### src/hw/nad_consts.vh
// Field positions, opcode codes and reset values of the nibble arithmetic unit
`ifndef NAD_CONSTS_VH
`define NAD_CONSTS_VH

// Instruction word layout
`define NAD_INSTR_W        16
`define NAD_GRP_HI         15
`define NAD_GRP_LO         14
`define NAD_SUB_BIT        13
`define NAD_IMM_BIT        12
`define NAD_CIN_BIT        11
`define NAD_SKIP_BIT       10
`define NAD_ROW_HI         9
`define NAD_ROW_LO         8
`define NAD_COL_HI         7
`define NAD_COL_LO         4
`define NAD_OPD_HI         3
`define NAD_OPD_LO         0

// Group code in bits f..e shared by all sixteen arithmetic opcodes
`define NAD_GRP_ARITH      2'h1

// Full six-bit opcode codes, bits f..a
`define NAD_OP_PLUS_M2R            6'h10
`define NAD_OP_PLUS_M2R_CY_SKIP    6'h11
`define NAD_OP_PLUS_M2R_CIN        6'h12
`define NAD_OP_PLUS_M2R_CIN_SKIP   6'h13
`define NAD_OP_PLUS_I2M            6'h14
`define NAD_OP_PLUS_I2M_CY_SKIP    6'h15
`define NAD_OP_PLUS_I2M_CIN        6'h16
`define NAD_OP_PLUS_I2M_CIN_SKIP   6'h17
`define NAD_OP_MINUS_MFR           6'h18
`define NAD_OP_MINUS_IFM_BWIN_SKIP 6'h1F

// Address and nibble widths and the first memory page
`define NAD_ROW_W          2
`define NAD_COL_W          4
`define NAD_ADDR_W         6
`define NAD_NIB_W          4
`define NAD_FIRST_PAGE     2'h0

// Reset values
`define NAD_CARRY_RST      1'h0
`define NAD_SKIP_RST       1'h0
`define NAD_NIB_RST        4'h0
`define NAD_ADDR_RST       6'h00
`define NAD_INSTR_RST      16'h0000

`endif

### src/hw/nad_nibble_alu.v
// Four-bit adder and subtractor with optional carry or borrow input
`default_nettype none

module nad_nibble_alu (
   input  wire [3:0] a_in,
   input  wire [3:0] b_in,
   input  wire       sub_in,
   input  wire       ci_in,
   output wire [3:0] result_out,
   output wire       co_out
);

   wire [4:0] sum5;
   wire [4:0] diff5;

   assign sum5  = {1'h0, a_in} + {1'h0, b_in} + {4'h0, ci_in};
   // Bit 4 of the wrapped difference is the borrow out of the nibble
   assign diff5 = {1'h0, a_in} - {1'h0, b_in} - {4'h0, ci_in};

   assign result_out = sub_in ? diff5[3:0] : sum5[3:0];
   assign co_out     = sub_in ? diff5[4]   : sum5[4];

endmodule // nad_nibble_alu

`default_nettype wire

### src/hw/nad_arith_decoder.v
// Decoder and sequencer for the nibble add and subtract instruction groups
`default_nettype none
`include "nad_consts.vh"

// What this block does
// RULE1 - Row field from instruction bits nine, eight
// RULE2 - Column field from instruction bits seven to four
// RULE3 - Memory operand address is row then column
// RULE4 - Register forms: low bits pick page-zero register
// RULE5 - Immediate forms: low bits are immediate nibble
// RULE6 - Register plus memory into register, optional skip
// RULE7 - Same with carry flag added in
// RULE8 - Memory plus immediate back into memory
// RULE9 - Memory plus immediate plus carry into memory
// RULE10 - Register minus memory, optionally minus borrow
// RULE11 - Memory minus immediate, optionally minus borrow
// RULE12 - Odd subtract opcodes skip on borrow
// RULE13 - Skipped instruction is fetched but has no effect
// RULE14 - Carry flag follows every add and subtract
module nad_arith_decoder (
   input  wire                  clk_in,
   input  wire                  reset_in,
   input  wire [15:0]           instr_in,
   input  wire                  instr_valid_in,
   input  wire [3:0]            mem_rdata_in,
   output reg                   instr_ready_out,
   output reg  [5:0]            mem_addr_out,
   output reg                   mem_rd_out,
   output reg                   mem_wr_out,
   output reg  [3:0]            mem_wdata_out,
   output reg                   carry_flag_out,
   output reg                   skip_pending_out,
   output reg                   done_out,
   output reg                   discarded_out,
   output reg                   not_arith_out
);

   localparam [1:0] S_IDLE  = 2'h0;
   localparam [1:0] S_RDREG = 2'h1;
   localparam [1:0] S_RDMEM = 2'h2;
   localparam [1:0] S_EXEC  = 2'h3;

   reg  [1:0]  state_reg;
   reg  [1:0]  state_next;
   reg  [15:0] instr_reg;
   reg  [15:0] instr_next;
   reg  [3:0]  opa_reg;
   reg  [3:0]  opa_next;
   reg  [5:0]  addr_next;
   reg         rd_next;
   reg         wr_next;
   reg  [3:0]  wdata_next;
   reg         carry_next;
   reg         skip_next;
   reg         ready_next;
   reg         done_next;
   reg         discard_next;
   reg         not_arith_next;

   // Fields of the incoming word, used when the word is taken
   wire [1:0]  in_row;
   wire [3:0]  in_col;
   wire [3:0]  in_opd;
   wire        in_arith;
   wire        in_imm;

   // Fields of the held word, used while it executes
   wire [1:0]  row_addr_field;
   wire [3:0]  column_addr_field;
   wire [3:0]  low_opd;
   wire [5:0]  mem_operand_addr;
   wire [5:0]  reg_operand_addr;
   wire        is_sub;
   wire        is_imm;
   wire        use_flag_in;
   wire        skip_on_out;

   wire [3:0]  alu_a;
   wire [3:0]  alu_b;
   wire        alu_ci;
   wire [3:0]  alu_result;
   wire        alu_co;

   assign in_row   = instr_in[`NAD_ROW_HI:`NAD_ROW_LO];      // [RULE1]
   assign in_col   = instr_in[`NAD_COL_HI:`NAD_COL_LO];      // [RULE2]
   assign in_opd   = instr_in[`NAD_OPD_HI:`NAD_OPD_LO];
   assign in_arith = (instr_in[`NAD_GRP_HI:`NAD_GRP_LO] == `NAD_GRP_ARITH);
   assign in_imm   = instr_in[`NAD_IMM_BIT];

   assign row_addr_field    = instr_reg[`NAD_ROW_HI:`NAD_ROW_LO]; // [RULE1]
   assign column_addr_field = instr_reg[`NAD_COL_HI:`NAD_COL_LO]; // [RULE2]
   assign low_opd           = instr_reg[`NAD_OPD_HI:`NAD_OPD_LO];
   assign mem_operand_addr  = {row_addr_field, column_addr_field}; // [RULE3]
   assign reg_operand_addr  = {`NAD_FIRST_PAGE, low_opd};         // [RULE4]
   assign is_sub      = instr_reg[`NAD_SUB_BIT];
   assign is_imm      = instr_reg[`NAD_IMM_BIT];
   assign use_flag_in = instr_reg[`NAD_CIN_BIT];
   assign skip_on_out = instr_reg[`NAD_SKIP_BIT];

   // In register forms the register was read first and held in opa_reg,
   // the memory nibble is on the read port now; in immediate forms the
   // memory nibble is the first operand and the low field the second.
   assign alu_a  = is_imm ? mem_rdata_in : opa_reg;          // [RULE4]
   assign alu_b  = is_imm ? low_opd : mem_rdata_in;          // [RULE5]
   // Carry adds in, borrow subtracts, only for the "with flag" opcodes
   assign alu_ci = use_flag_in & carry_flag_out; // [RULE7] [RULE9]

   nad_nibble_alu u_alu (
      .a_in       (alu_a),
      .b_in       (alu_b),
      .sub_in     (is_sub),                  // [RULE10] [RULE11]
      .ci_in      (alu_ci),
      .result_out (alu_result),
      .co_out     (alu_co)
   );

   always @* begin
      state_next     = state_reg;
      instr_next     = instr_reg;
      opa_next       = opa_reg;
      addr_next      = mem_addr_out;
      rd_next        = 1'h0;
      wr_next        = 1'h0;
      wdata_next     = mem_wdata_out;
      carry_next     = carry_flag_out;
      skip_next      = skip_pending_out;
      ready_next     = 1'h0;
      done_next      = 1'h0;
      discard_next   = 1'h0;
      not_arith_next = 1'h0;
      case (state_reg)
         S_IDLE: begin
            ready_next = 1'h1;
            if (instr_valid_in && instr_ready_out) begin
               if (skip_pending_out) begin
                  // Fetched but dropped: no access, flag untouched
                  skip_next    = 1'h0;                       // [RULE13]
                  discard_next = 1'h1;                       // [RULE13]
                  done_next    = 1'h1;
               end else if (!in_arith) begin
                  // Other groups belong to other units; just hand back
                  not_arith_next = 1'h1;
                  done_next      = 1'h1;
               end else begin
                  instr_next = instr_in;
                  ready_next = 1'h0;
                  rd_next    = 1'h1;
                  if (in_imm) begin
                     addr_next  = {in_row, in_col};          // [RULE3]
                     state_next = S_RDMEM;
                  end else begin
                     addr_next  = {`NAD_FIRST_PAGE, in_opd}; // [RULE4]
                     state_next = S_RDREG;
                  end
               end
            end
         end
         S_RDREG: begin
            // Register read is on the port; ask for the memory nibble next
            addr_next  = mem_operand_addr;                   // [RULE3]
            rd_next    = 1'h1;
            state_next = S_RDMEM;
         end
         S_RDMEM: begin
            // Holds the register value in register forms; a stale value
            // in immediate forms is captured but never used
            opa_next   = mem_rdata_in;
            state_next = S_EXEC;
         end
         S_EXEC: begin
            wr_next    = 1'h1;
            wdata_next = alu_result;                         // [RULE6]
            // Register forms write the register, immediate forms memory
            addr_next  = is_imm ? mem_operand_addr           // [RULE8]
                                : reg_operand_addr;          // [RULE10]
            carry_next = alu_co;                             // [RULE14]
            // Odd opcodes arm a skip on carry or borrow out
            skip_next  = skip_on_out & alu_co;               // [RULE12]
            done_next  = 1'h1;
            ready_next = 1'h1;
            state_next = S_IDLE;
         end
         default: begin
            state_next = S_IDLE;
         end
      endcase
   end


   always @(posedge clk_in) begin
      if (reset_in) begin
         state_reg        <= S_IDLE;
         instr_reg        <= `NAD_INSTR_RST;
         opa_reg          <= `NAD_NIB_RST;
         mem_addr_out     <= `NAD_ADDR_RST;
         mem_rd_out       <= 1'h0;
         mem_wr_out       <= 1'h0;
         mem_wdata_out    <= `NAD_NIB_RST;
         carry_flag_out   <= `NAD_CARRY_RST;
         skip_pending_out <= `NAD_SKIP_RST;
         instr_ready_out  <= 1'h0;
         done_out         <= 1'h0;
         discarded_out    <= 1'h0;
         not_arith_out    <= 1'h0;
      end else begin
         state_reg        <= state_next;
         instr_reg        <= instr_next;
         opa_reg          <= opa_next;
         mem_addr_out     <= addr_next;
         mem_rd_out       <= rd_next;
         mem_wr_out       <= wr_next;
         mem_wdata_out    <= wdata_next;
         carry_flag_out   <= carry_next;
         skip_pending_out <= skip_next;
         instr_ready_out  <= ready_next;
         done_out         <= done_next;
         discarded_out    <= discard_next;
         not_arith_out    <= not_arith_next;
      end
   end

endmodule // nad_arith_decoder

`default_nettype wire

### config.mk
export PLATFORM = sky130hd
export DESIGN_NAME = nad_arith_decoder
export DESIGN_NICKNAME = d
export VERILOG_FILES = /design/src/hw/nad_nibble_alu.v /design/src/hw/nad_arith_decoder.v
export VERILOG_INCLUDE_DIRS = /design/src /design/src/hw
export SDC_FILE = /design/constraint.sdc
export NUM_CORES = 1
export LEC_CHECK = 0
export BUFFER_PORTS_ARGS = -buffer_cell sky130_fd_sc_hd__buf_2
export CORE_UTILIZATION = 58
export CTS_BUF_LIST = sky130_fd_sc_hd__clkbuf_8
export CTS_CLUSTER_DIAMETER = 60
export DETAILED_ROUTE_END_ITERATION = 10
export PLACE_DENSITY = 0.85
export SYNTH_ARGS = -nofsm -noshare
export SYNTH_HDL_FRONTEND = slang
export SYNTH_HIERARCHICAL = 1
export SYNTH_SLANG_ARGS = --single-unit
### constraint.sdc
create_clock -name clk_in -period 3.2 [get_ports clk_in]
set_clock_uncertainty 0.15 [all_clocks]
set_input_delay 0.16 -clock clk_in [delete_from_list [all_inputs] [get_ports clk_in]]
set_output_delay 0.16 -clock clk_in [all_outputs]
set_load 0.03 [all_outputs]
Word level (Yosys, flattened, before mapping) --
Index checks and enable logic that the tools add are counted. Widths: inputs -> output; s select.
Word-level totals: bits in registers 38, input bits 23
Cells by class: add/sub/neg operators 4, equal/unequal tests 7, multiplexer cells 29, bitwise operators 5, reductions and logical operators 10
Operator list (count):
- $mux 6 | 5
- $pmux 6 s3 | 1
- $mux 4 | 3
- $mux 1 | 11
- $mux 2 | 4
- $pmux 1 s2 | 4
- $pmux 2 s4 | 1
- $reduce_and 4->1 | 2
- $ne 2x2->1 const B | 3
- $add 4x4->5 | 1
- $add 5x1->5 | 1
- $sub 4x4->5 | 1
- $sub 5x1->5 | 1
- $eq 2x1->1 const B | 2
- $eq 2x2->1 const B | 2
- $reduce_or 4->1 | 1
- $not 1->1 | 3
- $reduce_and 3->1 | 1
- $reduce_bool 3->1 | 1
- $reduce_or 3->1 | 1
- $and 1x1->1 | 2
- $logic_not 2->1 | 1
- $reduce_and 2->1 | 1
- $reduce_bool 2->1 | 1
- $logic_and 1x1->1 | 1

Depth between registers and ports, before layout --
depth after elaboration 6, mapped depth 11, depth with buffers taken out 10

By module --
The synthesis kept the hierarchy.
Modules (own cells, without submodules):
- nad_arith_decoder | times used 1, cells each 191, area each 1840.5 um^2
- nad_nibble_alu | times used 1, cells each 51, area each 419.2 um^2

Worst setup path after synthesis --
No wires, ideal clock.
path kind register -> register, start point register instr_reg[12], end point register skip_pending_out, setup time 0.122 ns, arrival 2.411 ns, data required time 2.928 ns, path slack 0.517 ns, cell stages (with the launch flop) 10, buffers on the path 1, clock period less this slack 2.683 ns, path through dfxtp_1 buf_2 mux2_2 fa_1 fa_1 nand2b_1 a21oi_1 o311a_1 o2111ai_1 a21oi_1
Between the ends: longest elaborated chain between the ends 6, elaborated cells on any way between the ends 9
RTL lines:
- start, declared | RTL line nad_arith_decoder.v:45 | reg [15:0] instr_reg;
- start signal, assigned | RTL line nad_arith_decoder.v:193 | instr_reg <= `NAD_INSTR_RST;
- start signal, assigned | RTL line nad_arith_decoder.v:207 | instr_reg <= instr_next;
- $mux 4 * | RTL line nad_arith_decoder.v:103 | assign alu_a = is_imm ? mem_rdata_in : opa_reg;
- named net alu_a[0] | RTL line nad_arith_decoder.v:78 | wire [3:0] alu_a;
- $add 4x4->5 or $sub 4x4->5 (tied branches) | RTL line nad_nibble_alu.v:16, nad_nibble_alu.v:18
- $add 5x1->5 or $sub 5x1->5 (tied branches) | RTL line nad_nibble_alu.v:16, nad_nibble_alu.v:18
- $mux 1 * | RTL line nad_nibble_alu.v:21 | assign co_out = sub_in ? diff5[4] : sum5[4];
- named net alu_co | RTL line nad_arith_decoder.v:82 | wire alu_co;
- $and 1x1->1 * | RTL line nad_arith_decoder.v:178 | skip_next = skip_on_out & alu_co;
- $pmux 1 s2 * | RTL line nad_arith_decoder.v:131 | case (state_reg)
- end signal, assigned | RTL line nad_arith_decoder.v:200 | skip_pending_out <= `NAD_SKIP_RST;
- end signal, assigned | RTL line nad_arith_decoder.v:214 | skip_pending_out <= skip_next;
- end, declared | RTL line nad_arith_decoder.v:32 | output reg skip_pending_out,
Mark *: on every way through the listed nets, which the timed path passes. The rest lies on a longest branch. A chain may end at the register's enable or synchronous reset.

Worst setup path in the final report --
start point register instr_reg[12], end point register skip_pending_out
Between the ends: longest elaborated chain between the ends 6, elaborated cells on any way between the ends 9
RTL lines:
- $mux 4 * | RTL line nad_arith_decoder.v:104 | assign alu_b = is_imm ? low_opd : mem_rdata_in;
- named net alu_b[0] | RTL line nad_arith_decoder.v:79 | wire [3:0] alu_b;
- $add 4x4->5 or $sub 4x4->5 (tied branches) | RTL line nad_nibble_alu.v:16, nad_nibble_alu.v:18
- $add 5x1->5 or $sub 5x1->5 (tied branches) | RTL line nad_nibble_alu.v:16, nad_nibble_alu.v:18
- $mux 1 * | RTL line nad_nibble_alu.v:21
- named net alu_co | RTL line nad_arith_decoder.v:82
- $and 1x1->1 * | RTL line nad_arith_decoder.v:178
- $pmux 1 s2 * | RTL line nad_arith_decoder.v:131
Marked as above.

==> impl_metrics.csv <==
group,metric,value,unit
outcome,status,"completed",
critical_path,crit_required,3.26,ns
sta,tightest_slew,0.8500,ns
sta,clock.fmax,0.3468,GHz
sta,rsz0062_at_grt,"false",
clock_network,path_clk_slew,0.07,ns
sta,fin_crit,2.884,ns
grt,grt_usage,26.50,%
yosys,ys_ff_latch,38,
min_path,holdPathStages,3,
layout,drive_gt1_share,25.17,%
detailed_routing,drtAntennaViolNets,0,
min_path,hold_path_class,"primary input to register",
min_path,hp-start,"instr_in[2]",
grt,antenna_found_initial,0,
flow_run,cap_violations,0,
critical_path,critPathBufInv,0,
critical_path,critPathArrivalTime,2.94,ns
detailed_routing,routed-wl-met3,259,um
detailed_routing,wl_met1,2260,um
floorplan,dieHeight,64.42,um
place,io_buffers,40,
clock_network,post_cts_resized,0,
sta,finalSetupViolCount,0,
detailed_routing,wirelength,5003,um
layout,final_nets,327,
clock_network,cts_tree,"done",
critical_path,cp_slowest_cell,"dfxtp_1",
critical_path,timing.rr.end,"skip_pending_out",
yosys,synth-edff-count,0,
detailed_routing,vias,1946,
clock_network,cts_sinks,38,
floorplan,initial_utilization,61.26,%
yosys,yosysUniqueCellTypes,47,
critical_path,path_cells,"mux2_2 > fa_1 > fa_1 > a21boi_1 > or3_1 > o311a_1 > o2111ai_1 > a21oi_1",
clock_network,insertion_delay,0.28,ns
clock_network,htree_levels,2,
sta,relSlewSlack,43.33,%
detailed_routing,drc,0,
floorplan,io_pins,41,
critical_path,slowest_delay,0.55,ns
sta,setup_tns,0,ns
yosys,avgSynthCellArea,9.337,um2
clock_network,clock_tree.buffer_depth,2,
pwr,p_per_area,371.4,nW/um2
critical_path,end_kind,"register",
clock_network,numCtsBuffers,5,
floorplan,dieWidth,64.42,um
critical_path,cp-start-kind,"register",
place,hpwl,3416,um
detailed_routing,dr.max_layer_used,"met4",
yosys,async_flop_share,0,%
detailed_routing,met2_length,2434,um
layout,fin_util,71.40,%
detailed_routing,drt_iter0_markers,110,
critical_path,path_delay_family,"adder cells",
layout,synthToLayoutAreaGrowth,16.56,%
grt,grt-ovfl-total,0,
grt,grt_pass1_wl,8535,um
clock_network,root_buffer,"clkbuf_8",
layout,fillers,301,
floorplan,core,3689,um2
critical_path,r2r_cells,8,
critical_path,rrSetupSlack,0.32,ns
sta,hold_viol_final,0,
critical_path,crit_fanout,9,
critical_path,r2r-start,"instr_reg[12]",
critical_path,path_class,"register to register",
detailed_routing,dr.pass1.iters,4,
yosys,synth_nets,282,
floorplan,dieArea,4149,um2
sta,fin_crit_sh,90.12,%
sta,slew_viol_final,0,
pwr,p_leak,1.063,nW
layout,n_antenna_cell,0,
grt,grt_max_degree,39,
detailed_routing,wire_per_inst,14.98,um
layout,largest_reg_flops,14,
floorplan,num_rows,22,
detailed_routing,routed_via_density,5.826,
critical_path,cpMostUsedCell,"fa_1",
pwr,ir_worst_vdd,336.0,uV
yosys,syn_inst,242,
yosys,netlist_area,2260,um2
min_path,hold-path-endpoint,"instr_reg[2]",
yosys,ys_warn_count,6,
grt,grt_pass1_vias,1882,
place,gp_congestion,0.8071,
yosys,synth_flop_cell,"dfxtp_1",
yosys,ys_seq_area_share,33.67,%
-- where the power goes --
| part | total [mW] | switching (mW) | internal, mW |
|---|---|---|---|
| combinational | 0.170 | 0.100 | 0.0701 |
| sequential | 0.493 | 0.00863 | 0.485 |
| clock | 0.315 | 0.149 | 0.166 |
-- cells in the mapped netlist, types with 2 or more instances --
library cell  number  area [um2]
a211oi_1          13       97.59
a21oi_1           21       105.1
a221oi_1           4       35.03
a32oi_1            3       26.28
and2_1             6       37.54
buf_1              2       7.510
buf_2              7       35.03
buf_4              3       22.52
buf_6              3       33.78
clkbuf_1           2       7.510
dfxtp_1           38       760.7
fa_1               4       80.08
ha_1              13       162.7
inv_1             17       63.81
mux2_2            16       180.2
mux2i_1           10       100.1
nand2_1            4       15.01
nand3_1           14       70.07
nand4_1            2       12.51
nor2_1            13       48.80
nor2b_1            2       12.51
o2111ai_1          2       17.52
o211ai_1           3       22.52
o21ai_0            9       45.04
o21ai_1            8       40.04
xor2_1             2       17.52
-- cells in the final DEF, fill, tap and decap left out, types with 2 or more instances in the layout --
cell type and n:
a211oi_1 13, a21oi_1 21, a221oi_1 4, a32oi_1 3
and2_1 6, buf_2 40, buf_4 3, clkbuf_8 6
dfxtp_1 38, dlygate4sd3_1 13, fa_1 4, ha_1 13
inv_1 17, mux2_2 16, mux2i_1 10, nand2_1 4
nand3_1 14, nand4_1 2, nor2_1 13, nor2b_1 2
o2111ai_1 2, o211ai_1 3, o21ai_0 9, o21ai_1 8
xor2_1 2
-- cell families (layout without fill, tap and decap cells) --
kind of cell,Yosys count,count (layout),share of synthesized area [%]
xor+xnor,2,2,0.7753
mux,26,26,12.40
buf+inv,36,80,8.361
flops,38,38,33.67
compound gates,73,73,21.87
fa+ha+maj,17,17,10.74
simple gates,50,50,12.18
-- area by class of cell --
cell class / count / area (um2) / share of cell area [%]
clock buffers: 6 / 82.58 / 3.135
multi-input cells: 168 / 1310 / 49.74
inverters: 18 / 67.56 / 2.565
repair buffers: 56 / 352.8 / 13.40
well taps: 48 / 60.06 / 2.280
flip-flops and latches: 38 / 760.7 / 28.88
-- repair_timing --
| item | CTS | global route |
|---|---|---|
| endpoints found under the hold margin | 13 | 0 |
| hold buffers | 13 | 0 |
| setup buffers | 0 | 0 |
-- metrics by stage --
stage	area, um2	std cells	total power, mW	setup slack (ns)	hold slack (ns)
3_3_place_gp	2421	315	0.6556	0.4648	0.2440
4_1_cts	2634	334	0.9809	0.3434	0.0002574
3_5_place_dp	2421	315	0.6596	0.3712	0.2527
2_1_floorplan	2260	242	0.6238	0.5166	0.1297
6_report	2634	334	0.9781	0.3162	0.001864
5_1_grt	2634	334	1.020	0.1809	0.01624
-- how the worst max path moves through the flow --
stage	start	end	slack (ns)	cells after the start
finish	instr_reg[12]	skip_pending_out	0.32	8
floorplan	instr_reg[12]	skip_pending_out	0.52	9
global placement	instr_reg[12]	skip_pending_out	0.46	9
global route	instr_reg[12]	skip_pending_out	0.18	9
CTS	instr_reg[12]	skip_pending_out	0.34	8
detailed placement	instr_reg[12]	skip_pending_out	0.37	8
-- worst min-delay path, cell delays in order --
cell	delay (ns)
buf_2	0.10
nand3_1	0.06
a21oi_1	0.06
-- metal layers --
| metal | track usage (%) | vias to the layer above |
|---|---|---|
| met5 | 0 | - |
| met4 | 8.056 | 0 |
| met3 | 5.106 | 6 |
| met2 | 43.68 | 56 |
| met1 | 34.96 | 917 |
| li1 | - | 967 |
No activity file was read; power rests on OpenSTA's default activity.
